`config.mk`:
```
export PLATFORM = sky130hd
export DESIGN_NAME = tsm_slave_mode
export DESIGN_NICKNAME = d
export VERILOG_FILES = /design/src/tsm_pkg.sv /design/src/tsm_filter.sv /design/src/tsm_slave_mode.sv
export SDC_FILE = /design/constraint.sdc
export NUM_CORES = 1
export LEC_CHECK = 0
export ABC_AREA = 1
export BUFFER_PORTS_ARGS = -buffer_cell sky130_fd_sc_hd__buf_4
export CELL_PAD_IN_SITES_DETAIL_PLACEMENT = 0
export CELL_PAD_IN_SITES_GLOBAL_PLACEMENT = 1
export CORE_MARGIN = 2
export CORE_UTILIZATION = 39
export DETAILED_ROUTE_END_ITERATION = 6
export PLACE_DENSITY_LB_ADDON = 0.1
export SLEW_MARGIN = 10
export SYNTH_ARGS = -nofsm -noshare
export SYNTH_HDL_FRONTEND = slang
export SYNTH_SLANG_ARGS = --single-unit
```
`constraint.sdc`:
```
create_clock -name clk_i -period 5.5 [get_ports clk_i]
set_input_delay 0.55 -clock clk_i [delete_from_list [all_inputs] [get_ports clk_i]]
set_output_delay 0.55 -clock clk_i [all_outputs]
set_load 0.005 [all_outputs]
```
`src/tsm_pkg.sv`:
```
package tsm_pkg;

  // Wishbone register map (byte addresses)
  localparam int unsigned TSM_WB_AW      = 8;
  localparam logic [7:0]  TSM_ADDR_CTRL  = 8'h00;
  localparam logic [7:0]  TSM_ADDR_SMC   = 8'h08;

  // Reset values and writable bits
  localparam logic [15:0] TSM_SMC_RESET  = 16'h0000;
  localparam logic [15:0] TSM_SMC_WMASK  = 16'hfff7;
  localparam logic        TSM_RUN_RESET  = 1'h0;

  // Counter control register fields
  localparam int unsigned TSM_CTRL_RUN_BIT  = 0;
  localparam int unsigned TSM_CTRL_TRIG_BIT = 1;
  localparam int unsigned TSM_CTRL_FILTERED_EXTERNAL_TRIGGER_BIT = 2;

  // Slave mode codes
  localparam logic [2:0]  TSM_SM_OFF     = 3'h0;
  localparam logic [2:0]  TSM_SM_RESET   = 3'h4;
  localparam logic [2:0]  TSM_SM_GATED   = 3'h5;
  localparam logic [2:0]  TSM_SM_TRIGGER = 3'h6;
  localparam logic [2:0]  TSM_SM_EXTCLK  = 3'h7;

  // Trigger source codes
  localparam logic [2:0]  TSM_TS_CH1_EDGE = 3'h4;
  localparam logic [2:0]  TSM_TS_CH1      = 3'h5;
  localparam logic [2:0]  TSM_TS_CH2      = 3'h6;
  localparam logic [2:0]  TSM_TS_FILTERED_EXTERNAL_TRIGGER     = 3'h7;

  // Prescaler codes
  localparam logic [1:0]  TSM_PS_DIV1 = 2'h0;
  localparam logic [1:0]  TSM_PS_DIV2 = 2'h1;
  localparam logic [1:0]  TSM_PS_DIV4 = 2'h2;

  // Sampling base clock equals the kernel clock (200 MHz)
  localparam int unsigned TSM_CLK_MHZ = 200;
  localparam int unsigned TSM_DTS_MHZ = 200;
  localparam logic [4:0]  TSM_DTS_DIV = 5'(TSM_CLK_MHZ / TSM_DTS_MHZ);

  // Slave mode control register layout, bit 15 down to bit 0
  typedef struct packed {
    logic       polarity;
    logic       clock_mode2;
    logic [1:0] prescale;
    logic [3:0] filter;
    logic       sync;
    logic [2:0] source;
    logic       reserved;
    logic [2:0] mode;
  } tsm_smc_type;

  // Control handed to the counter core
  typedef struct packed {
    logic run_enable;
    logic count_tick;
    logic reinit;
    logic trig_level;
    logic trig_rise;
  } tsm_ctl_type;

  // Consecutive equal samples needed per filter code
  function automatic logic [3:0] tsm_filter_len(input logic [3:0] code);
    logic [3:0] n;
    n = 4'h8;
    unique case (code)
      4'h0: n = 4'h1;
      4'h1: n = 4'h2;
      4'h2: n = 4'h4;
      4'h4, 4'h6, 4'h8, 4'hb, 4'he: n = 4'h6;
      4'ha, 4'hd: n = 4'h5;
      default: n = 4'h8;
    endcase
    return n;
  endfunction

  // Sampling divider mask in base clock ticks per filter code
  function automatic logic [4:0] tsm_filter_mask(input logic [3:0] code);
    logic [4:0] m;
    m = 5'h00;
    if (code >= 4'hd) begin
      m = 5'h1f;
    end else if (code >= 4'ha) begin
      m = 5'h0f;
    end else if (code >= 4'h8) begin
      m = 5'h07;
    end else if (code >= 4'h6) begin
      m = 5'h03;
    end else if (code >= 4'h4) begin
      m = 5'h01;
    end
    return m;
  endfunction

endpackage

```
`src/tsm_filter.sv`:
```
`timescale 1ns/1ps
module tsm_filter
  import tsm_pkg::*;
(
  input  wire logic       clk_i,
  input  wire logic       rst_i,
  input  wire logic       sample_en_i,
  input  wire logic       level_i,
  input  wire logic [3:0] len_i,
  output logic            level_o
);

  logic [3:0] run_cnt;

  // Output moves only after len_i consecutive samples differ from it
  always_ff @(posedge clk_i) begin
    if (rst_i) begin
      run_cnt <= 4'h0;
      level_o <= 1'h0;
    end else if (sample_en_i) begin
      if (level_i == level_o) begin
        run_cnt <= 4'h0;
      end else if (run_cnt + 4'h1 >= len_i) begin
        run_cnt <= 4'h0;
        level_o <= level_i;
      end else begin
        run_cnt <= run_cnt + 4'h1;
      end
    end
  end

endmodule

```
`src/tsm_slave_mode.sv`:
```
// The Wishbone slave port is this design's own decision.
`timescale 1ns/1ps
module tsm_slave_mode
  import tsm_pkg::*;
(
  input  wire logic                 clk_i,
  input  wire logic                 rst_i,
  input  wire logic                 wb_cyc_i,
  input  wire logic                 wb_stb_i,
  input  wire logic                 wb_we_i,
  input  wire logic [TSM_WB_AW-1:0] wb_adr_i,
  input  wire logic [3:0]           wb_sel_i,
  input  wire logic [31:0]          wb_dat_i,
  output logic      [31:0]          wb_dat_o,
  output logic                      wb_ack_o,
  input  wire logic                 external_trigger_pin_i,
  input  wire logic [3:0]           internal_trigger_i,
  input  wire logic                 channel1_filtered_raw_i,
  input  wire logic                 filtered_channel1_input_i,
  input  wire logic                 filtered_channel2_input_i,
  output tsm_ctl_type               ctl_o
);

  tsm_smc_type smc;
  logic        run_enable;
  logic        ext_sync1;
  logic        ext_sync2;
  logic        pol_q;
  logic [2:0]  ps_cnt;
  logic [4:0]  dts_cnt;
  logic [4:0]  samp_cnt;
  logic        dts_tick;
  logic        samp_en;
  logic        filtered_external_trigger;
  logic        filtered_external_trigger_q;
  logic        ch1_q;
  logic        trig_delay;
  logic        trig_q;
  logic        wb_req;

  logic        ext_pol;
  logic        prescaled_external_trigger;
  logic        channel1_edge_pulse;
  logic        trigger_input_signal;
  logic        trig_eff;
  logic        trig_rise;
  logic        filtered_external_trigger_rise;
  logic        next_tick;

  assign wb_req = wb_cyc_i && wb_stb_i && !wb_ack_o;

  // Wishbone: one wait state, write and read data at the ack edge
  always_ff @(posedge clk_i) begin
    if (rst_i) begin
      wb_ack_o <= 1'h0;
      wb_dat_o <= 32'h0000_0000;
    end else begin
      wb_ack_o <= wb_req;
      wb_dat_o <= 32'h0000_0000;
      if (wb_req && !wb_we_i) begin
        if (wb_adr_i == TSM_ADDR_SMC) begin
          wb_dat_o <= {16'h0000, smc & TSM_SMC_WMASK};
        end else if (wb_adr_i == TSM_ADDR_CTRL) begin
          wb_dat_o[TSM_CTRL_RUN_BIT]  <= run_enable;
          wb_dat_o[TSM_CTRL_TRIG_BIT] <= trig_eff;
          wb_dat_o[TSM_CTRL_FILTERED_EXTERNAL_TRIGGER_BIT] <= filtered_external_trigger;
        end
      end
    end
  end

  always_ff @(posedge clk_i) begin
    if (rst_i) begin
      smc <= tsm_smc_type'(TSM_SMC_RESET);
    end else if (wb_req && wb_we_i && wb_adr_i == TSM_ADDR_SMC) begin
      if (wb_sel_i[0]) begin
        smc[7:0] <= wb_dat_i[7:0] & TSM_SMC_WMASK[7:0];
      end
      if (wb_sel_i[1]) begin
        smc[15:8] <= wb_dat_i[15:8];
      end
    end
  end

  // Hardware start in trigger mode wins over a software clear
  always_ff @(posedge clk_i) begin
    if (rst_i) begin
      run_enable <= TSM_RUN_RESET;
    end else if (smc.mode == TSM_SM_TRIGGER && trig_rise) begin
      run_enable <= 1'h1;
    end else if (wb_req && wb_we_i && wb_adr_i == TSM_ADDR_CTRL && wb_sel_i[0]) begin
      run_enable <= wb_dat_i[TSM_CTRL_RUN_BIT];
    end
  end

  always_ff @(posedge clk_i) begin
    if (rst_i) begin
      ext_sync1 <= 1'h0;
      ext_sync2 <= 1'h0;
    end else begin
      ext_sync1 <= external_trigger_pin_i;
      ext_sync2 <= ext_sync1;
    end
  end

  assign ext_pol = ext_sync2 ^ smc.polarity;

  // Prescaler counts active edges; counter bits divide by 2, 4, 8
  always_ff @(posedge clk_i) begin
    if (rst_i) begin
      pol_q  <= 1'h0;
      ps_cnt <= 3'h0;
    end else begin
      pol_q <= ext_pol;
      if (ext_pol && !pol_q) begin
        ps_cnt <= ps_cnt + 3'h1;
      end
    end
  end

  always_comb begin
    unique case (smc.prescale)
      TSM_PS_DIV1: prescaled_external_trigger = ext_pol;
      TSM_PS_DIV2: prescaled_external_trigger = ps_cnt[0];
      TSM_PS_DIV4: prescaled_external_trigger = ps_cnt[1];
      default:     prescaled_external_trigger = ps_cnt[2];
    endcase
  end

  // Sampling base clock tick, then sampling divider for the filter
  always_ff @(posedge clk_i) begin
    if (rst_i) begin
      dts_cnt  <= 5'h00;
      samp_cnt <= 5'h00;
    end else begin
      dts_cnt <= dts_tick ? 5'h00 : dts_cnt + 5'h01;
      if (dts_tick) begin
        samp_cnt <= samp_cnt + 5'h01;
      end
    end
  end

  assign dts_tick = (dts_cnt + 5'h01 >= TSM_DTS_DIV);

  always_comb begin
    if (smc.filter != 4'h0 && smc.filter < 4'h4) begin
      samp_en = 1'h1;
    end else begin
      samp_en = dts_tick && ((samp_cnt & tsm_filter_mask(smc.filter))
                             == tsm_filter_mask(smc.filter));
    end
  end

  tsm_filter u_filter (
    .clk_i       (clk_i),
    .rst_i       (rst_i),
    .sample_en_i (samp_en),
    .level_i     (prescaled_external_trigger),
    .len_i       (tsm_filter_len(smc.filter)),
    .level_o     (filtered_external_trigger)
  );

  assign channel1_edge_pulse = channel1_filtered_raw_i ^ ch1_q;

  // Trigger source mux; channel inputs arrive polarity-adjusted
  always_comb begin
    unique case (smc.source)
      TSM_TS_CH1_EDGE: trigger_input_signal = channel1_edge_pulse;
      TSM_TS_CH1:      trigger_input_signal = filtered_channel1_input_i;
      TSM_TS_CH2:      trigger_input_signal = filtered_channel2_input_i;
      TSM_TS_FILTERED_EXTERNAL_TRIGGER:     trigger_input_signal = filtered_external_trigger;
      default:         trigger_input_signal = internal_trigger_i[smc.source[1:0]];
    endcase
  end

  always_ff @(posedge clk_i) begin
    if (rst_i) begin
      ch1_q      <= 1'h0;
      filtered_external_trigger_q     <= 1'h0;
      trig_delay <= 1'h0;
      trig_q     <= 1'h0;
    end else begin
      ch1_q      <= channel1_filtered_raw_i;
      filtered_external_trigger_q     <= filtered_external_trigger;
      trig_delay <= trigger_input_signal;
      trig_q     <= trig_eff;
    end
  end

  // Extra stage gives a master time to drive its slaves in step
  assign trig_eff  = smc.sync ? trig_delay : trigger_input_signal;
  assign trig_rise = trig_eff && !trig_q;
  assign filtered_external_trigger_rise = filtered_external_trigger && !filtered_external_trigger_q;

  always_comb begin
    next_tick = run_enable;
    if (smc.clock_mode2) begin
      next_tick = run_enable && filtered_external_trigger_rise;
    end else if (smc.mode == TSM_SM_EXTCLK) begin
      next_tick = run_enable && trig_rise;
    end
    if (smc.mode == TSM_SM_GATED && !trig_eff) begin
      next_tick = 1'h0;
    end
  end

  always_ff @(posedge clk_i) begin
    if (rst_i) begin
      ctl_o <= '0;
    end else begin
      ctl_o.run_enable <= run_enable;
      ctl_o.count_tick <= next_tick;
      ctl_o.reinit     <= (smc.mode == TSM_SM_RESET) && trig_rise;
      ctl_o.trig_level <= trig_eff;
      ctl_o.trig_rise  <= trig_rise;
    end
  end
endmodule

```
==> results.toml <==
[timing]
final_max_slew_viol_count = 0
finalSetupViolCount = 0
hold_violations = 0
fin_setup_tns_ns = 0
finalCritPeriodShare_pct = 39.3
fmax_mhz = 462
worst_slew_margin_rel_pct = 54.8
final.min_clock_period_ns = 2.16
worst_slack_ns = 3.34
tightestPinTransition_ns = 0.677
skew_ns = 0.0100
rsz0062_at_grt = "false"

[finish]
stdcell_area_sq_um = 3780
drive_gt1_share_pct = 19.6
fin_util_pct = 49.2
num-nets-final = 551
syn_to_final_growth_pct = 22.9
multi_input_area_sq_um = 1450
seq_area_sq_um = 1300
fill_cells = 802
n_antenna_cell = 0

[grt]
busiest_layer = "met2"
grt_util_met2_pct = 27.1
grt_max_degree = 28
grtUsageTotal_pct = 16.8
met1_usage_pct = 21.3
antenna_found_initial = 0
grt_pass1_wl_microns = 11400
use_met3_pct = 5.29
overflow = 0
grt_pass1_vias = 2491

[pwr]
p_leak_nw = 1.82
max-vdd-ir-drop_v = 0.000115
p_per_area_nw_per_um2 = 264
power_mw = 0.999

[die]
die_area_sq_um = 8620
start_util_pct = 40.0
fp.dieH_microns = 92.8
fp.dieW_microns = 92.8
core_sq_um = 7690
pin_count = 95
std_cell_rows = 32

[clock_network]
cts_tree = "yes"
clockBufferDepth = 2
clk_pin_slew_worst_paths_ns = 0.08
post_cts_buffers = 0
numCtsBuffers = 9
htree_levels = 3
cts_root_buf = "clkbuf_8"
post_cts_resized = 0
clk_latency_ns = 0.34
cts_sinks = 65
ctsHoldBuffers = 0

[worst_setup_path]
cp-start-kind = "register"
crit_path_start = "wb_ack_o"
end_kind = "register"
reg2reg_from = "wb_ack_o"
arrival_ns = 2.39
critPathKind = "register to register"
crit_fanout = 6
cp.required_ns = 5.73
rrSetupSlack_ns = 3.34

[detailed_routing]
firstDrtPassIters = 6
routed_wl_microns = 6680
avgViaCountPerCell = 4.46
dr.first_iter.drc_count = 65
wl_per_cell_microns = 11.4
dr_total_vias = 2617
drc = 0
ant_nets = 0

[synthesis]
syn_area_sq_um = 3080
synth.distinct_cells = 36
ys_warn_count = 0
synth_top_cell_by_area = "dfxtp_1"
syn_inst = 413
yosysTopAreaCellShare_pct = 42.3
synth_area_leaders = "dfxtp_1 (42%), nand2_1 (8.7%), inv_1 (7.4%)"
ys_seq_area_share_pct = 42.3
ys_ff_latch = 65
syn_area_per_cell_sq_um = 7.45

[place]
portBuffers = 58
post_dp_cell_area_sq_um = 3560
gp_congestion = 0.797
pre_cts_ws_ns = 3.00
dp_hpwl_microns = 4950

[outcome]
status = "finished clean"

[run]
max_cap_viol_count = 0

[hold_path]
min-delay-start = "ext_sync1"
hp-class = "register to register"
==> kinds of logic after synthesis <==
family / synth area share, %
and+or+nand+nor: 28.9
buffers and inverters: 13.1
DFF: 42.3
AOI/OAI and AO/OA: 9.11
adders and majority gates: 5.69
xor gates and xnor gates: 0.854
other: 0.122
==> through the flow <==
stage / cells / hold WS [ns]
after floorplan: 434 / 0.388
after global placement: 571 / 0.394
after detailed placement: 571 / 0.397
after CTS: 587 / 0.408
after global routing: 587 / 0.409
final: 587 / 0.406
==> where the power goes <==
part | switching (mW) | internal (mW) | total, mW
clock | 0.194 | 0.255 | 0.449
combinational | 0.0346 | 0.0307 | 0.0654
sequential | 0.00619 | 0.479 | 0.485
==> sequential cells by signal (all words and copies together), names as in the netlist, 3 cells and up <==
name	cells
ctl_o	5
samp_cnt	5
dts_cnt	5
u_filter.run_cnt	4
u_filter.len_i	4
wb_dat_o	15
smc	15
ps_cnt	3
==> final cells by class <==
class	instances	area share (%)
clock buffers	9	3.27
multi-input cells	281	38.4
flip-flops and latches	65	34.4
well taps	102	3.37
clock inverters	7	2.48
inverters	64	6.35
repair buffers	59	11.7
==> routing by layer <==
layer / share of wire [%] / up-vias
met5: 0 / -
met4: 1.2 / 0
met3: 4.7 / 7
met2: 47 / 48
met1: 47 / 1167
li1: - / 1395
==> synth_stat cells <==
cell type   n
conb_1      1
nor2_8      1
and2_0      1
clkinv_1    1
ha_1       14
nand2_4     1
nand3_2     2
nor3_4      1
o21ai_1     1
nand2_2     6
inv_1      61
nor3_1      6
clkbuf_1    2
nand2_1    71
o211ai_1    1
o21a_1      1
inv_2       2
buf_1       1
or2_0       1
or2_2       1
nor2_2      3
a21oi_1    21
nand3_1    26
nand4_1     8
nor3b_1     1
o21ai_0    28
nor2_1     54
nand3_4     2
nor4_1      2
xnor2_1     1
buf_2       3
xor2_1      2
o21bai_1    2
dfxtp_1    65
nor2_4      1
buf_4      18
==> final timing paths <==
| kind | to | cells past startpoint |
|---|---|---|
| worst max-delay path | u_filter.len_i[2] | 13 |
| worst max register to register | u_filter.len_i[2] | 13 |
| worst min-delay path | ext_sync2 | 2 |
| worst min register to register | ext_sync2 | 2 |
==> cell usage in the layout (no fill, tap or decap), types with 3 or more instances in the layout <==
cell	instances
nand2_1	71
dfxtp_1	65
inv_1	61
buf_4	59
nor2_1	54
o21ai_0	28
nand3_1	26
conb_1	22
a21oi_1	21
ha_1	14
clkbuf_8	9
nand4_1	8
nand2_2	6
nor3_1	6
nor2_2	3
==> worst max-delay path, cell delays in order (launching register included) <==
cell	delay, ns
dfxtp_1	0.36
inv_2	0.06
nand4_1	0.17
nor2_2	0.21
nand2_4	0.10
nand2_1	0.07
nand2_1	0.08
nor2_1	0.24
inv_1	0.11
ha_1	0.33
inv_1	0.07
nand4_1	0.11
nand3_1	0.11
nand2_1	0.05
Note: power is estimated with default switching activity, not from simulation.
